### src/design/wdt_map.svh
`ifndef WDT_MAP_SVH
`define WDT_MAP_SVH

// control register offsets
`define WDT_ADDR_OPTION  4'h0
`define WDT_ADDR_STATUS  4'h1
`define WDT_ADDR_CTRL    4'h2
`define WDT_ADDR_COUNT   4'h3

// option fields
`define WDT_OPT_PS_LSB   0
`define WDT_OPT_PS_MSB   2
`define WDT_OPT_PSA_BIT  3
`define WDT_OPT_RESET    8'h0f

// status fields
`define WDT_ST_PD_BIT    0
`define WDT_ST_TO_BIT    1

// ctrl write fields: write-one strobes
`define WDT_CTRL_CLR_BIT   0
`define WDT_CTRL_SLEEP_BIT 1

// timing: 18 ms nominal period on the watchdog tick
`define WDT_PERIOD_US    18000
`define WDT_TICK_NS      10
`define WDT_PERIOD_CYC   ((`WDT_PERIOD_US * 1000) / `WDT_TICK_NS)

`endif

### src/design/wdt_pkg.sv
package wdt_pkg;

  typedef enum logic [2:0] {
    ST_RUN   = 3'b001,
    ST_SLEEP = 3'b010,
    ST_FIRE  = 3'b100
  } wdt_state_t;

  typedef struct packed {
    logic [7:0] psa_assign;
    logic [7:0] prescale_sel;
  } wdt_opt_t;

endpackage

### src/design/wdt_if.sv
`timescale 1ns/1ps
// carries restart and expiry between the control top and the counter
interface wdt_if;
  logic       restart;
  logic       use_pre;
  logic [2:0] ps_sel;
  logic       expire;

  modport ctl (output restart, output use_pre, output ps_sel, input expire);
  modport cnt (input restart, input use_pre, input ps_sel, output expire);
endinterface : wdt_if

### src/design/wdt_sync.sv
`timescale 1ns/1ps
module wdt_sync #(
  parameter int WIDTH = 4
) (
  input  wire logic             mclk_i,
  input  wire logic             rst_i,
  input  wire logic [WIDTH-1:0] d_i,
  output logic      [WIDTH-1:0] q_o
);
  typedef struct packed {
    logic [WIDTH-1:0] s1;
    logic [WIDTH-1:0] s2;
  } sync_state_t;

  sync_state_t st_reg;
  sync_state_t st_next;

  always_comb begin
    st_next    = st_reg;
    st_next.s1 = d_i;
    st_next.s2 = st_reg.s1;
  end

  always_ff @(posedge mclk_i) begin
    if (rst_i) begin
      st_reg <= '0;
    end else begin
      st_reg <= st_next;
    end
  end

  assign q_o = st_reg.s2;
endmodule : wdt_sync

### src/design/wdt_counter.sv
`timescale 1ns/1ps
`include "wdt_map.svh"
// base counter plus optional prescaler; runs on the watchdog's own clock
module wdt_counter #(
  parameter int PERIOD_CYC = `WDT_PERIOD_CYC
) (
  input  wire logic mclk_i,
  input  wire logic rst_i,
  wdt_if.cnt        bus
);
  localparam int CW = $clog2(PERIOD_CYC + 1);

  typedef struct packed {
    logic [CW-1:0] base;
    logic [6:0]    pre;
    logic          expire;
  } cnt_state_t;

  cnt_state_t st_reg;
  cnt_state_t st_next;

  function automatic logic [6:0] pre_limit(input logic [2:0] sel);
    pre_limit = 7'((8'h01 << sel) - 8'h01);
  endfunction

  always_comb begin
    st_next        = st_reg;
    st_next.expire = 1'b0;
    if (bus.restart) begin
      st_next.base = '0;
      st_next.pre  = '0;
    end else if (st_reg.base == CW'(PERIOD_CYC - 1)) begin
      st_next.base = '0;
      if (!bus.use_pre || st_reg.pre >= pre_limit(bus.ps_sel)) begin
        st_next.pre    = '0;
        st_next.expire = 1'b1;
      end else begin
        st_next.pre = st_reg.pre + 7'h01;
      end
    end else begin
      st_next.base = st_reg.base + CW'(1);
    end
  end

  always_ff @(posedge mclk_i) begin
    if (rst_i) begin
      st_reg <= '0;
    end else begin
      st_reg <= st_next;
    end
  end

  assign bus.expire = st_reg.expire;
endmodule : wdt_counter

### src/design/watchdog_timer_block.sv
`timescale 1ns/1ps
`include "wdt_map.svh"
// What this block does
// counting runs on the watchdog's own free-running clock, not the cpu clock
// counter keeps running while the cpu clock is halted in sleep
// expiry while running issues a device reset pulse
// expiry while asleep issues a wake pulse instead of reset
// fuse at zero disables the watchdog: no reset, no wake ever
// unprescaled period is nominally 18 ms
// software may assign prescaler, ratios up to 1:128
// clear-watchdog or sleep restarts counter and assigned prescaler
// every expiry clears the timeout flag
// power-down flag set at power-up and clear, cleared by sleep
// after watchdog reset or wake, counter and prescaler restart at zero
module watchdog_timer_block #(
  parameter int PERIOD_CYC = `WDT_PERIOD_CYC
) (
  input  wire logic       mclk_i,
  input  wire logic       rst_i,
  input  wire logic       watchdog_enable_fuse_i,
  input  wire logic       clear_watchdog_instr_i,
  input  wire logic       sleep_instr_i,
  input  wire logic       cpu_clk_halted_i,
  input  wire logic [3:0] addr_i,
  input  wire logic [7:0] wdata_i,
  input  wire logic       wr_i,
  input  wire logic       rd_i,
  output logic      [7:0] rdata_o,
  output logic            device_reset_o,
  output logic            wake_o,
  output logic            timeout_flag_o,
  output logic            powerdown_flag_o,
  output logic            asleep_o
);
  import wdt_pkg::*;

  typedef struct packed {
    wdt_state_t  state;
    logic [7:0]  option;
    logic        timeout_flag;
    logic        powerdown_flag;
    logic        fuse;
    logic        restart;
    logic [7:0]  rdata;
    logic        dev_reset;
    logic        wake;
  } top_state_t;

  top_state_t st_reg;
  top_state_t st_next;
  wdt_if      cnt_bus ();

  logic [3:0] pins_sync;
  logic       fuse_s;
  logic       clr_s;
  logic       slp_s;
  logic       halt_s;
  logic       clr_evt;
  logic       slp_evt;
  logic       ctrl_wr;

  // fuse and cpu-side strobes arrive from another domain
  wdt_sync #(
    .WIDTH (4)
  ) u_sync (
    .mclk_i (mclk_i),
    .rst_i  (rst_i),
    .d_i    ({watchdog_enable_fuse_i, clear_watchdog_instr_i, sleep_instr_i,
              cpu_clk_halted_i}),
    .q_o    (pins_sync)
  );

  assign fuse_s  = pins_sync[3];
  assign clr_s   = pins_sync[2];
  assign slp_s   = pins_sync[1];
  assign halt_s  = pins_sync[0];
  assign ctrl_wr = wr_i && (addr_i == `WDT_ADDR_CTRL);
  assign clr_evt = clr_s || (ctrl_wr && wdata_i[`WDT_CTRL_CLR_BIT]);
  assign slp_evt = slp_s || (ctrl_wr && wdata_i[`WDT_CTRL_SLEEP_BIT]);

  // counter ticks every watchdog-clock edge regardless of cpu halt
  wdt_counter #(
    .PERIOD_CYC (PERIOD_CYC)
  ) u_cnt (
    .mclk_i (mclk_i),
    .rst_i  (rst_i),
    .bus    (cnt_bus.cnt)
  );

  assign cnt_bus.restart = st_reg.restart;
  assign cnt_bus.use_pre = st_reg.option[`WDT_OPT_PSA_BIT];
  assign cnt_bus.ps_sel  = st_reg.option[`WDT_OPT_PS_MSB:`WDT_OPT_PS_LSB];

  always_comb begin
    st_next           = st_reg;
    st_next.dev_reset = 1'b0;
    st_next.wake      = 1'b0;
    st_next.restart   = 1'b0;
    st_next.fuse      = fuse_s;
    st_next.rdata     = 8'h00;

    if (wr_i && addr_i == `WDT_ADDR_OPTION) begin
      st_next.option = wdata_i;
    end

    if (rd_i) begin
      case (addr_i)
        `WDT_ADDR_OPTION: st_next.rdata = st_reg.option;
        `WDT_ADDR_STATUS: st_next.rdata = {6'h00, st_reg.timeout_flag, st_reg.powerdown_flag};
        `WDT_ADDR_COUNT:  st_next.rdata = {5'h00, st_reg.state};
        default:          st_next.rdata = 8'h00;
      endcase
    end

    if (clr_evt) begin
      st_next.restart        = 1'b1;
      st_next.powerdown_flag = 1'b1;
      st_next.timeout_flag   = 1'b1;
    end

    case (st_reg.state)
      ST_RUN: begin
        if (slp_evt) begin
          st_next.restart        = 1'b1;
          st_next.powerdown_flag = 1'b0;
          st_next.timeout_flag   = 1'b1;
          st_next.state          = ST_SLEEP;
        end
      end
      ST_SLEEP: begin
        // still counting here since the cpu clock may be stopped
        if (!halt_s && !slp_evt && clr_evt) begin
          st_next.state = ST_RUN;
        end
      end
      ST_FIRE: begin
        st_next.state = ST_RUN;
      end
      default: begin
        st_next.state = ST_RUN;
      end
    endcase

    // expiry wins over a same-cycle clear: the event is never lost
    if (cnt_bus.expire && st_reg.fuse) begin
      st_next.timeout_flag = 1'b0;
      st_next.restart      = 1'b1;
      if (st_reg.state == ST_SLEEP) begin
        st_next.wake  = 1'b1;
        st_next.state = ST_RUN;
      end else begin
        st_next.dev_reset = 1'b1;
        st_next.state     = ST_FIRE;
      end
    end
  end

  always_ff @(posedge mclk_i) begin
    if (rst_i) begin
      st_reg                <= '0;
      st_reg.state          <= ST_RUN;
      st_reg.option         <= `WDT_OPT_RESET;
      st_reg.timeout_flag   <= 1'b1;
      st_reg.powerdown_flag <= 1'b1;
      st_reg.restart        <= 1'b1;
    end else begin
      st_reg <= st_next;
    end
  end

  assign rdata_o          = st_reg.rdata;
  assign device_reset_o   = st_reg.dev_reset;
  assign wake_o           = st_reg.wake;
  assign timeout_flag_o   = st_reg.timeout_flag;
  assign powerdown_flag_o = st_reg.powerdown_flag;
  // one-hot sleep bit, so the pin is a bare flop output
  assign asleep_o         = st_reg.state[1];
endmodule : watchdog_timer_block

### config.mk
export PLATFORM = sky130hd
export DESIGN_NAME = watchdog_timer_block
export DESIGN_NICKNAME = d
export VERILOG_FILES = /design/src/design/wdt_pkg.sv /design/src/design/wdt_if.sv /design/src/design/wdt_sync.sv /design/src/design/wdt_counter.sv /design/src/design/watchdog_timer_block.sv
export VERILOG_INCLUDE_DIRS = /design/src /design/src/design
export SDC_FILE = /design/constraint.sdc
export NUM_CORES = 1
export LEC_CHECK = 0
export ABC_CLOCK_PERIOD_IN_PS = 3900
export BUFFER_PORTS_ARGS = -buffer_cell sky130_fd_sc_hd__buf_2
export CORE_UTILIZATION = 40
export DETAILED_ROUTE_END_ITERATION = 10
export GPL_TIMING_DRIVEN = 0
export PLACE_DENSITY = 0.58
export SLEW_MARGIN = 20
export SYNTH_ARGS = -nofsm -noshare
export SYNTH_HDL_FRONTEND = slang
export SYNTH_SLANG_ARGS = --single-unit
### constraint.sdc
create_clock -name mclk_i -period 3.9 [get_ports mclk_i]
set_input_delay 0.195 -clock mclk_i [delete_from_list [all_inputs] [get_ports mclk_i]]
set_output_delay 0.195 -clock mclk_i [all_outputs]
set_load 0.05 [all_outputs]
==> results of run 1 <==
[metal layers]
metal | vias up | GRT usage | share of wire
met3 | 9 | 0.0350 | 0.026
met1 | 1003 | 0.204 | 0.51
met5 | - | 0 | 0
met4 | 0 | 0.105 | 0.027
li1 | 1132 | - | -
met2 | 28 | 0.238 | 0.44
[synth_stat cells, drive strengths merged]
| cell | instances | area (um^2) |
|---|---|---|
| a211o | 4 | 35.0 |
| a211oi | 1 | 7.51 |
| a21o | 3 | 22.5 |
| a21oi | 5 | 25.0 |
| a221o | 1 | 10.0 |
| a31oi | 4 | 40.0 |
| a32oi | 5 | 43.8 |
| a41oi | 2 | 17.5 |
| and2 | 7 | 43.8 |
| and3 | 9 | 56.3 |
| and4b | 1 | 10.0 |
| buf | 13 | 83.8 |
| clkbuf | 9 | 33.8 |
| dfxtp | 62 | 1240 |
| ha | 10 | 125 |
| inv | 10 | 37.5 |
| mux2i | 6 | 60.1 |
| nand2 | 12 | 45.0 |
| nand2b | 3 | 18.8 |
| nand3 | 18 | 90.1 |
| nand3b | 4 | 30.0 |
| nand4 | 5 | 46.3 |
| nor2 | 46 | 173 |
| nor2b | 11 | 68.8 |
| nor3 | 13 | 76.3 |
| nor3b | 2 | 15.0 |
| nor4 | 1 | 12.5 |
| o211a | 1 | 10.0 |
| o21ai | 4 | 20.0 |
| o31ai | 1 | 7.51 |
| o41ai | 4 | 35.0 |
| or2 | 4 | 25.0 |
| or3 | 1 | 6.26 |
| or3b | 1 | 8.76 |
| or4 | 2 | 15.0 |
| xnor2 | 12 | 105 |
| xor2 | 9 | 78.8 |
[path summary, 6_finish.rpt]
path | start | to | slack [ps] | depth (start not counted)
hold / removal | cpu_clk_halted_i | u_sync.st_next[0] | 50 | 2
setup / recovery | cnt_bus.ps_sel[0] | u_cnt.st_reg[4] | 500 | 13
hold reg to reg | u_sync.st_next[3] | u_sync.q_o[3] | 440 | 1
setup reg to reg | cnt_bus.ps_sel[0] | u_cnt.st_reg[4] | 500 | 13
[stage by stage]
stage          worst slack (ps)  hold slack (ps)
2_1_floorplan               869              323
3_3_place_gp                573              402
3_5_place_dp                521              410
4_1_cts                     472             36.3
5_1_grt                     235             40.7
6_report                    498             54.1
[logic make-up after synthesis]
| group | share of synthesized area |
|---|---|
| xor gates and xnor gates | 0.0662 |
| adders and majority gates | 0.0450 |
| AOI/OAI and AO/OA | 0.0986 |
| buffers and inverters | 0.0558 |
| and+or+nand+nor | 0.266 |
| DFF | 0.446 |
| muxes | 0.0216 |
[cell type report]
type                            instances  area share
Sequential cell                        62       0.382
Tap cell                               80      0.0308
Multi-Input combinational cell        212       0.425
Timing Repair Buffer                   29      0.0446
Buffer                                 22      0.0362
Clock inverter                          7      0.0319
Clock buffer                            9      0.0381
Inverter                               10      0.0115
[power by group through the flow]
| stage | clock network (W) | registers [W] | logic [W] |
|---|---|---|---|
| detailed placement | 0 | 0.000661 | 0.0000575 |
| finish | 0.000646 | 0.000646 | 0.0000570 |
| floorplan | 0 | 0.000663 | 0.0000356 |
| global route | 0.000690 | 0.000647 | 0.0000653 |
| CTS | 0.000668 | 0.000646 | 0.0000578 |
| global placement | 0 | 0.000660 | 0.0000572 |
[critical path, cell delays in order (launching register included)]
cell	delay, ps
dfxtp_1	300
clkbuf_1	180
or3_1	440
ha_1	190
buf_1	170
xor2_1	170
nor2_1	90
a21oi_1	50
ha_1	300
and3_1	210
a221o_1	340
a31oi_4	300
nand4_4	190
o41ai_1	360
==> metrics.md, run 1 <==
| Metric | Value |
|---|---|
| Run status | finished, final reports clean |
| Period utilization | 0.872 |
| Synth unique cells | 42 |
| Pins Over Slew Limit | 0 |
| Final Util | 0.481 |
| CTS H-tree lvls | 3 |
| Post-CTS setup buffers | 0 |
| Number of fill cells | 675 |
| CTS Buf Count | 9 |
| # setup viols final | 0 |
| Clock sinks | a little over 60 |
| Syn avg cell area | 9.09 um^2 |
| Most frequent cells in the layout | dfxtp_1, nor2_1, buf_2 |
| Peak supply drop | about 0.20 mV |
| Synthesized flop and latch total | 62 |
| Vias/cell | approximately 5.0 |
| DRT Pass-1 Iters | 4 |
| Gr usage total | 0.158 |
| Sequential share of power | 0.479 |
| CTS tree | yes |
| Bufs on Longest Clock Path | 2 |
| Clk pwr share | 0.479 |
| Worst skew pair latency | between 300 and 400 ps |
| DRC errors left | 0 |
| Core Region | 6760 um^2 |
| Final Cell Area | approximately 3300 um^2 |
| Initial Util | 0.411 |
| Clock Skew | 6.41 ps |
| Tmin final | 3400 ps |
| Commonest non-fill, non-tap cell in the layout | dfxtp_1 |
| Share of cells above drive strength 1 | 0.188 |
| Sw frac | 0.234 |
| DRT antenna net count | 0 |
| Non-filler cells, final | between 400 and 500 |
| Hold Path Class | in -> reg |
| WL per Instance | around 12 um |
| Worst setup EP type | flip-flop |
| Final total power | 0.00135 W |
| IO Pins | 33 |
| Worst EP arrival | between 3000 and 4000 ps |
| Final net count | between 300 and 400 |
| Vias in the first global route | ~2,000 |
| Area Overhead vs Synth | 17.0% |
| Dpl cell area | a little over 3000 um^2 |
| Die Wd | approximately 85 um |
| Syn Nets | between 300 and 400 |
| Cts hold-fix bufs | 0 |
| Worst Max-Slew Pin Slew | between 500 and 600 ps |
| Critical Path Source Type | flip-flop |
| Syn Inst Count | 306 |
| Site Rows | 30 |
| Cell Int Power | slightly above 0.001 W |
| Post-DP HPWL | between 3 and 4 mm |
| Clock transition at the registers of the reported paths | around 80 ps |
| Pin count of the biggest net entering global routing | 14 |
| Post-Syn Area | 2780 um^2 |
| Routed wire length | just over 5 mm |
| CTS Root Cell | clkbuf_8 |
| Inst Count DP | 415 |
| Fin. Hold Viols | 0 |
| Antenna violations before repair | 0 |
| WP data required | 4130 ps |
| P_leak | 1.35 nW |
| P_sw | between 0.0003 and 0.0004 W |
| First-pass GRT wire length | roughly 9 mm |
| Unrepaired setup endpoints after global routing | false |
| DR iter-0 viols | ~110 |
| Die Span Y | between 80 and 90 um |
| Area of the multi-input gates | approximately 1400 um^2 |
| Post-synthesis sequential area ratio | 0.446 |
| Max_slew headroom | 0.622 |
| Yosys warning count | 0 |
| Pwr dens | 414 nW/um^2 |
| Critical path class | reg -> reg |
| Via Count | ~2,200 |
| Combinational share of power | 0.042 |
| FF/Latch Area | approximately 1200 um^2 |
| Count of inserted antenna diode cells | 0 |
| Max FO, Critical Path | 8 |
| Grt total ovfl | 0 |
| Fmax | between 0.2 and 0.3 GHz |
| I/O Buffers | 29 |
| Gp weighted congestion | around 0.8 |
| Post-CTS sizing | 0 |
| Die ar. | around 7300 um^2 |
| Max-Cap Viols | 0 |
| Final TNS setup | 0 ps |
| Max reg flops | 28 |
(Power assumes the default switching activity.)
==> inputs of run 2 (changes only) <==
--- a/config.mk
+++ b/config.mk
@@ -8,10 +8,10 @@
 export LEC_CHECK = 0
 export ABC_CLOCK_PERIOD_IN_PS = 3900
 export BUFFER_PORTS_ARGS = -buffer_cell sky130_fd_sc_hd__buf_2
-export CORE_UTILIZATION = 40
+export CORE_UTILIZATION = 30
 export DETAILED_ROUTE_END_ITERATION = 10
 export GPL_TIMING_DRIVEN = 0
-export PLACE_DENSITY = 0.58
+export PLACE_DENSITY = 0.47
 export SLEW_MARGIN = 20
 export SYNTH_ARGS = -nofsm -noshare
 export SYNTH_HDL_FRONTEND = slang
==> metrics.md, run 2 (synthesized netlist as in run 1, its figures left out) <==
| Metric | Value |
|---|---|
| Run status | finished, final reports clean |
| Grt total ovfl | 0 (unchanged) |
| Vias in the first global route | 2,007 (+0.050%) |
| Met2 usage | 0.187 (-0.0508) |
| Max_slew headroom | 0.605 (-0.0169) |
| Count of inserted antenna diode cells | 0 (unchanged) |
| M1 GR Usage | 0.159 (-0.0452) |
| Gp weighted congestion | 0.765 (-7.2%) |
| Post-DP HPWL | 3.88 mm (+8.1%) |
| Die Wd | 98.3 um (+15%) |
| Sw frac | 0.244 (+0.0107) |
| Final net count | 376 (unchanged) |
| FF-to-FF setup slack | 530 ps (+30 ps) |
| Area Overhead vs Synth | 17.2% |
| Worst slack, placed | 588 ps (+67.4 ps) |
| Worst Max-Slew Pin Slew | 587 ps (+25.2 ps) |
| Pwr dens | 390 nW/um^2 (-5.8%) |
| I/O Buffers | 29 (unchanged) |
| Core Region | 8850 um^2 (+31%) |
| Share of cells above drive strength 1 | 0.188 (unchanged) |
| P_sw | 0.000311 W (-1.4%) |
| WL per Instance | 12.0 um (+0.73%) |
| Clk pwr share | 0.447 (-0.032) |
| Hold Path Class | in -> reg |
| First-pass GRT wire length | 9.29 mm (+4.6%) |
| Worst setup EP type | flip-flop |
| Gr usage total | 0.122 (-0.0363) |
| Critical Path Source Type | flip-flop |
| Tmin final | 3370 ps (-33.1 ps) |
| Met3 usage | 0.0387 (+0.00363) |
| Pin count of the biggest net entering global routing | 13 (-1) |
| Cts hold-fix bufs | 0 (unchanged) |
| Fmax | 0.297 GHz (+0.98%) |
| Final Cell Area | 3260 um^2 (+0.15%) |
| Worst EP arrival | 3600 ps (-40 ps) |
| CTS tree | yes |
| Max-Cap Viols | 0 (unchanged) |
| Commonest non-fill, non-tap cell in the layout | dfxtp_1 |
| Vias/cell | 4.70 (-6.7%) |
| Cell Int Power | 0.000961 W (-7.0%) |
| WP data required | 4130 ps (about the same) |
| CTS H-tree lvls | 3 (unchanged) |
| Combinational share of power | 0.045 (+0.003) |
| Post-CTS setup buffers | 0 (unchanged) |
| Unrepaired setup endpoints after global routing | false |
| Max reg flops | 28 (unchanged) |
| FF/Latch Area | 1240 um^2 (unchanged) |
| Die Span Y | 98.3 um (+15%) |
| DRT antenna net count | 0 (unchanged) |
| Post-route setup slack | 531 ps (+33.1 ps) |
| Clock sinks | 62 (unchanged) |
| DRT Pass-1 Iters | 6 (+2) |
| Most frequent cells in the layout | dfxtp_1, nor2_1, buf_2 |
| Period utilization | 0.864 (-0.00850) |
| Clock transition at the registers of the reported paths | 80 ps (about the same) |
| Fin. Hold Viols | 0 (unchanged) |
| Pins Over Slew Limit | 0 (unchanged) |
| Clock Skew | 8.08 ps (+1.67 ps) |
| Critical path class | reg -> reg |
| DR iter-0 viols | 108 (+1.9%) |
| Post-CTS sizing | 0 (unchanged) |
| Antenna violations before repair | 0 (unchanged) |
| Number of fill cells | 937 (+39%) |
| Bufs on Longest Clock Path | 2 (unchanged) |
| P_leak | 1.33 nW (-1.2%) |
| Area of the multi-input gates | 1380 um^2 (unchanged) |
| Site Rows | 34 (+13%) |
| Final TNS setup | 0 ps (unchanged) |
| CTS Root Cell | clkbuf_8 |
| CTS Buf Count | 9 (unchanged) |
| Dpl cell area | 3060 um^2 (+1.2%) |
| # setup viols final | 0 (unchanged) |
| Sequential share of power | 0.508 (+0.029) |
| DRC errors left | 0 (unchanged) |
| Routed wire length | 5.49 mm (+7.3%) |
| Via Count | 2,159 (-0.60%) |
| Most Crowded Layer GR | met2 |
| Peak supply drop | 0.159 mV (-20%) |
| Die ar. | 9660 um^2 (+32%) |
| Initial Util | 0.314 (-0.0973) |
| IO Pins | 33 (unchanged) |
| Max FO, Critical Path | 8 (unchanged) |
| Worst skew pair latency | 330 ps (about the same) |
## run 2: final cells by class
type / count / share of cell area
Tap cell: 108 / 0.0415
Clock buffer: 9 / 0.0380
Multi-Input combinational cell: 212 / 0.425
Buffer: 22 / 0.0361
Clock inverter: 7 / 0.0227
Inverter: 10 / 0.0115
Timing Repair Buffer: 29 / 0.0445
Sequential cell: 62 / 0.381
## run 2: layer usage
layer | up-vias | routed length, um
met2 | 30 | 2360
met3 | 9 | 189
li1 | 1133 | -
met1 | 987 | 2830
met4 | 0 | 99
met5 | - | 0
## run 2: through the flow
step	instances	utilization	hold slack, ps	power, W
global route	459	0.368	56.9	0.00133
floorplan	306	-	323	0.000698
detailed placement	443	0.346	408	0.000719
global placement	443	0.346	406	0.000719
CTS	459	0.368	45.7	0.00129
finish	459	0.368	62.5	0.00127
## run 2: worst max-delay path, cell delays in order, from the launching register on
cell and delay, ps:
dfxtp_1 300, clkbuf_1 190, or3_1 450, ha_1 200
buf_1 170, xor2_1 170, nor2_1 100, a21oi_1 50
ha_1 300, and3_1 210, a221o_1 330, a31oi_4 290
nand4_4 180, o41ai_1 330
## run 2: path summary, 6_finish.rpt
| kind | endpoint | depth (start not counted) | startpoint |
|---|---|---|---|
| min reg2reg | st_reg[11] | 1 | u_sync.q_o[3] |
| max | u_cnt.st_reg[4] | 13 | cnt_bus.ps_sel[0] |
| max reg2reg | u_cnt.st_reg[4] | 13 | cnt_bus.ps_sel[0] |
| min | u_sync.st_next[0] | 2 | cpu_clk_halted_i |
## run 2: power by group through the flow
stage                     combinational (W)  clock [W]  sequential, W
after global placement            0.0000584          0       0.000660
final                             0.0000576   0.000568       0.000646
after global routing              0.0000647   0.000620       0.000647
after CTS                         0.0000584   0.000587       0.000646
after floorplan                   0.0000356          0       0.000663
after detailed placement          0.0000581          0       0.000661
==> inputs of run 3 (changes only) <==
--- a/config.mk
+++ b/config.mk
@@ -10,7 +10,7 @@
 export BUFFER_PORTS_ARGS = -buffer_cell sky130_fd_sc_hd__buf_2
 export CORE_UTILIZATION = 30
 export DETAILED_ROUTE_END_ITERATION = 10
-export GPL_TIMING_DRIVEN = 0
+export GPL_TIMING_DRIVEN = 1
 export PLACE_DENSITY = 0.47
 export SLEW_MARGIN = 20
 export SYNTH_ARGS = -nofsm -noshare
==> metrics.md, run 3 (synthesized netlist as in run 1, its figures left out) <==
| Metric | Value |
|---|---|
| Tmin final | 3150 ps (-220 ps) |
| P_leak | 1.27 nW (-4.5%) |
| WL per Instance | 12.1 um (+1.6%) |
| Hold path endpoint | u_sync.st_next[0] |
| Crit-path cells | or3_1, ha_1, xor2_1, nor2_1, a21oi_1, ha_1, and3_1, a221o_1, a31oi_4, nand4_4, o41ai_1 |
| Core Region | 8850 um^2 (unchanged) |
| Inst Count DP | 424 (-4.3%) |
| IO Pins | 33 (unchanged) |
| Most frequent cells in the layout | dfxtp_1, nor2_1, buf_2 |
| Clock sinks | 62 (unchanged) |
| Number of fill cells | 932 (-0.53%) |
| Hold Path Stages | 2 (unchanged) |
| Peak supply drop | 0.146 mV (-8.0%) |
| Clock Skew | 7.24 ps (-0.846 ps) |
| DRC errors left | 0 (unchanged) |
| Hold Path Class | in -> reg |
| Worst Max-Slew Pin Slew | 868 ps (+281 ps) |
| Max reg flops | 28 (unchanged) |
| Share of cells above drive strength 1 | 0.169 (-0.0194) |
| Commonest non-fill, non-tap cell in the layout | dfxtp_1 |
| RR Startpoint | cnt_bus.ps_sel[0] |
| Final TNS setup | 0 ps (unchanged) |
| Pins Over Slew Limit | 0 (unchanged) |
| DRT Pass-1 Iters | 6 (unchanged) |
| Unrepaired setup endpoints after global routing | false |
| Post-DP HPWL | 3.69 mm (-4.9%) |
| First-pass GRT wire length | 9.14 mm (-1.6%) |
| Via Count | 2,095 (-3.0%) |
| Worst Reg2Reg Path Length in Cells | 11 (-2) |
| Gp weighted congestion | 0.788 (+3.0%) |
| Worst skew pair latency | 340 ps (about the same) |
| Routed wire length | 5.34 mm (-2.6%) |
| CTS Buf Count | 9 (unchanged) |
| Run status | finished, final reports clean |
| Clock transition at the registers of the reported paths | 70 ps (about the same) |
| Cts hold-fix bufs | 0 (unchanged) |
| Pin count of the biggest net entering global routing | 27 (+14) |
| DRT antenna net count | 0 (unchanged) |
| Critical Path Source Type | flip-flop |
| Max FO, Critical Path | 8 (unchanged) |
| Fin. Hold Viols | 0 (unchanged) |
| CTS tree | yes |
| Non-filler cells, final | 440 (-4.1%) |
| Bufs on Longest Clock Path | 2 (unchanged) |
| Post-CTS sizing | 0 (unchanged) |
| CTS Root Cell | clkbuf_8 |
| Vias in the first global route | 1,974 (-1.6%) |
| Crit path largest cell delay | 420 ps (-30 ps) |
| Gr usage total | 0.121 (-0.00147) |
| Max_slew headroom | 0.419 (-0.186) |
| DR iter-0 viols | 56 (-48%) |
| Worst EP arrival | 3390 ps (-210 ps) |
| Initial Util | 0.314 (unchanged) |
| Slowest CP cell | or3_1 |
| Post-CTS setup buffers | 0 (unchanged) |
| FF/Latch Area | 1240 um^2 (unchanged) |
| Critical path class | reg -> reg |
| Antenna violations before repair | 0 (unchanged) |
| Final net count | 357 (-5.1%) |
| WP data required | 4140 ps (about the same) |
| Worst setup EP type | flip-flop |
| Reg-to-reg endpoint | u_cnt.st_reg[4] |
| I/O Buffers | 32 (+10%) |
| FF-to-FF setup slack | 750 ps (+220 ps) |
| Most common cell on crit path | ha_1 |
| Vias/cell | 4.76 (+1.2%) |
| Pwr dens | 403 nW/um^2 (+3.2%) |
| Grt total ovfl | 0 (unchanged) |
| Fmax | 0.318 GHz (+7.0%) |
| Die ar. | 9660 um^2 (unchanged) |
| Die Span Y | 98.3 um (unchanged) |
| Max-Cap Viols | 0 (unchanged) |
| # setup viols final | 0 (unchanged) |
| Period utilization | 0.807 (-0.0564) |
| Area Overhead vs Synth | 13.6% |
| Site Rows | 34 (unchanged) |
| Die Wd | 98.3 um (unchanged) |
| CTS H-tree lvls | 3 (unchanged) |
| Count of inserted antenna diode cells | 0 (unchanged) |
| Area of the multi-input gates | 1380 um^2 (unchanged) |
| HP Start | cpu_clk_halted_i |
==> run 3: cell count changes in the layout (fill, tap and decap cells not counted), sizes merged <==
cell,change
buf,-10
clkbuf,-7
clkinv,-2
clkinvlp,+1
inv,-1
==> run 3: metal layers <==
| layer | vias to the layer above | track usage | wire length [um] |
|---|---|---|---|
| li1 | 1095 | - | - |
| met1 | 965 | 0.149 | 2680 |
| met2 | 28 | 0.190 | 2370 |
| met3 | 7 | 0.0387 | 174 |
| met4 | 0 | 0.0586 | 112 |
| met5 | - | 0 | 0 |
==> run 3: worst max path at each step <==
stage,start,end
finish,cnt_bus.ps_sel[0],u_cnt.st_reg[4]
global route,cnt_bus.ps_sel[0],u_cnt.st_reg[4]
CTS,cnt_bus.ps_sel[0],u_cnt.st_reg[4]
detailed placement,cnt_bus.ps_sel[0],u_cnt.st_reg[4]
global placement,cnt_bus.ps_sel[0],u_cnt.st_reg[6]
floorplan,cnt_bus.ps_sel[0],u_cnt.st_reg[6]
==> run 3: layout make-up <==
cell class	instances	share of cell area
multi-input cells	212	0.438
flip-flops and latches	62	0.393
repair buffers	32	0.0507
clock buffers	11	0.0448
well taps	108	0.0428
clock inverters	5	0.0186
inverters	10	0.0119
==> run 3: critical path, delay by kind of cell (launching register included) <==
kind	cells	cell delay, ps
compound gates	4	1010
xor+xnor	1	170
fa+ha+maj	2	570
flops	1	390
simple gates	4	900
==> run 3: report_power, final <==
group	switching [W]	leakage (nW)	total (W)	internal, W
Combinational	0.0000329	0.676	0.0000530	0.0000201
Sequential	0.00000544	0.503	0.000647	0.000642
Clock	0.000259	0.0955	0.000571	0.000312
==> run 3: through the flow <==
stage / worst slack [ps] / total power (W) / util / cell area, um^2 / hold WS, ps
5_1_grt: 524 / 0.00132 / 0.357 / 3160 / 42.1
2_1_floorplan: 869 / 0.000698 / - / 2780 / 323
3_5_place_dp: 782 / 0.000716 / 0.334 / 2960 / 408
3_3_place_gp: 865 / 0.000715 / 0.334 / 2960 / 405
4_1_cts: 737 / 0.00129 / 0.357 / 3160 / 40.9
6_report: 752 / 0.00127 / 0.357 / 3160 / 53.1
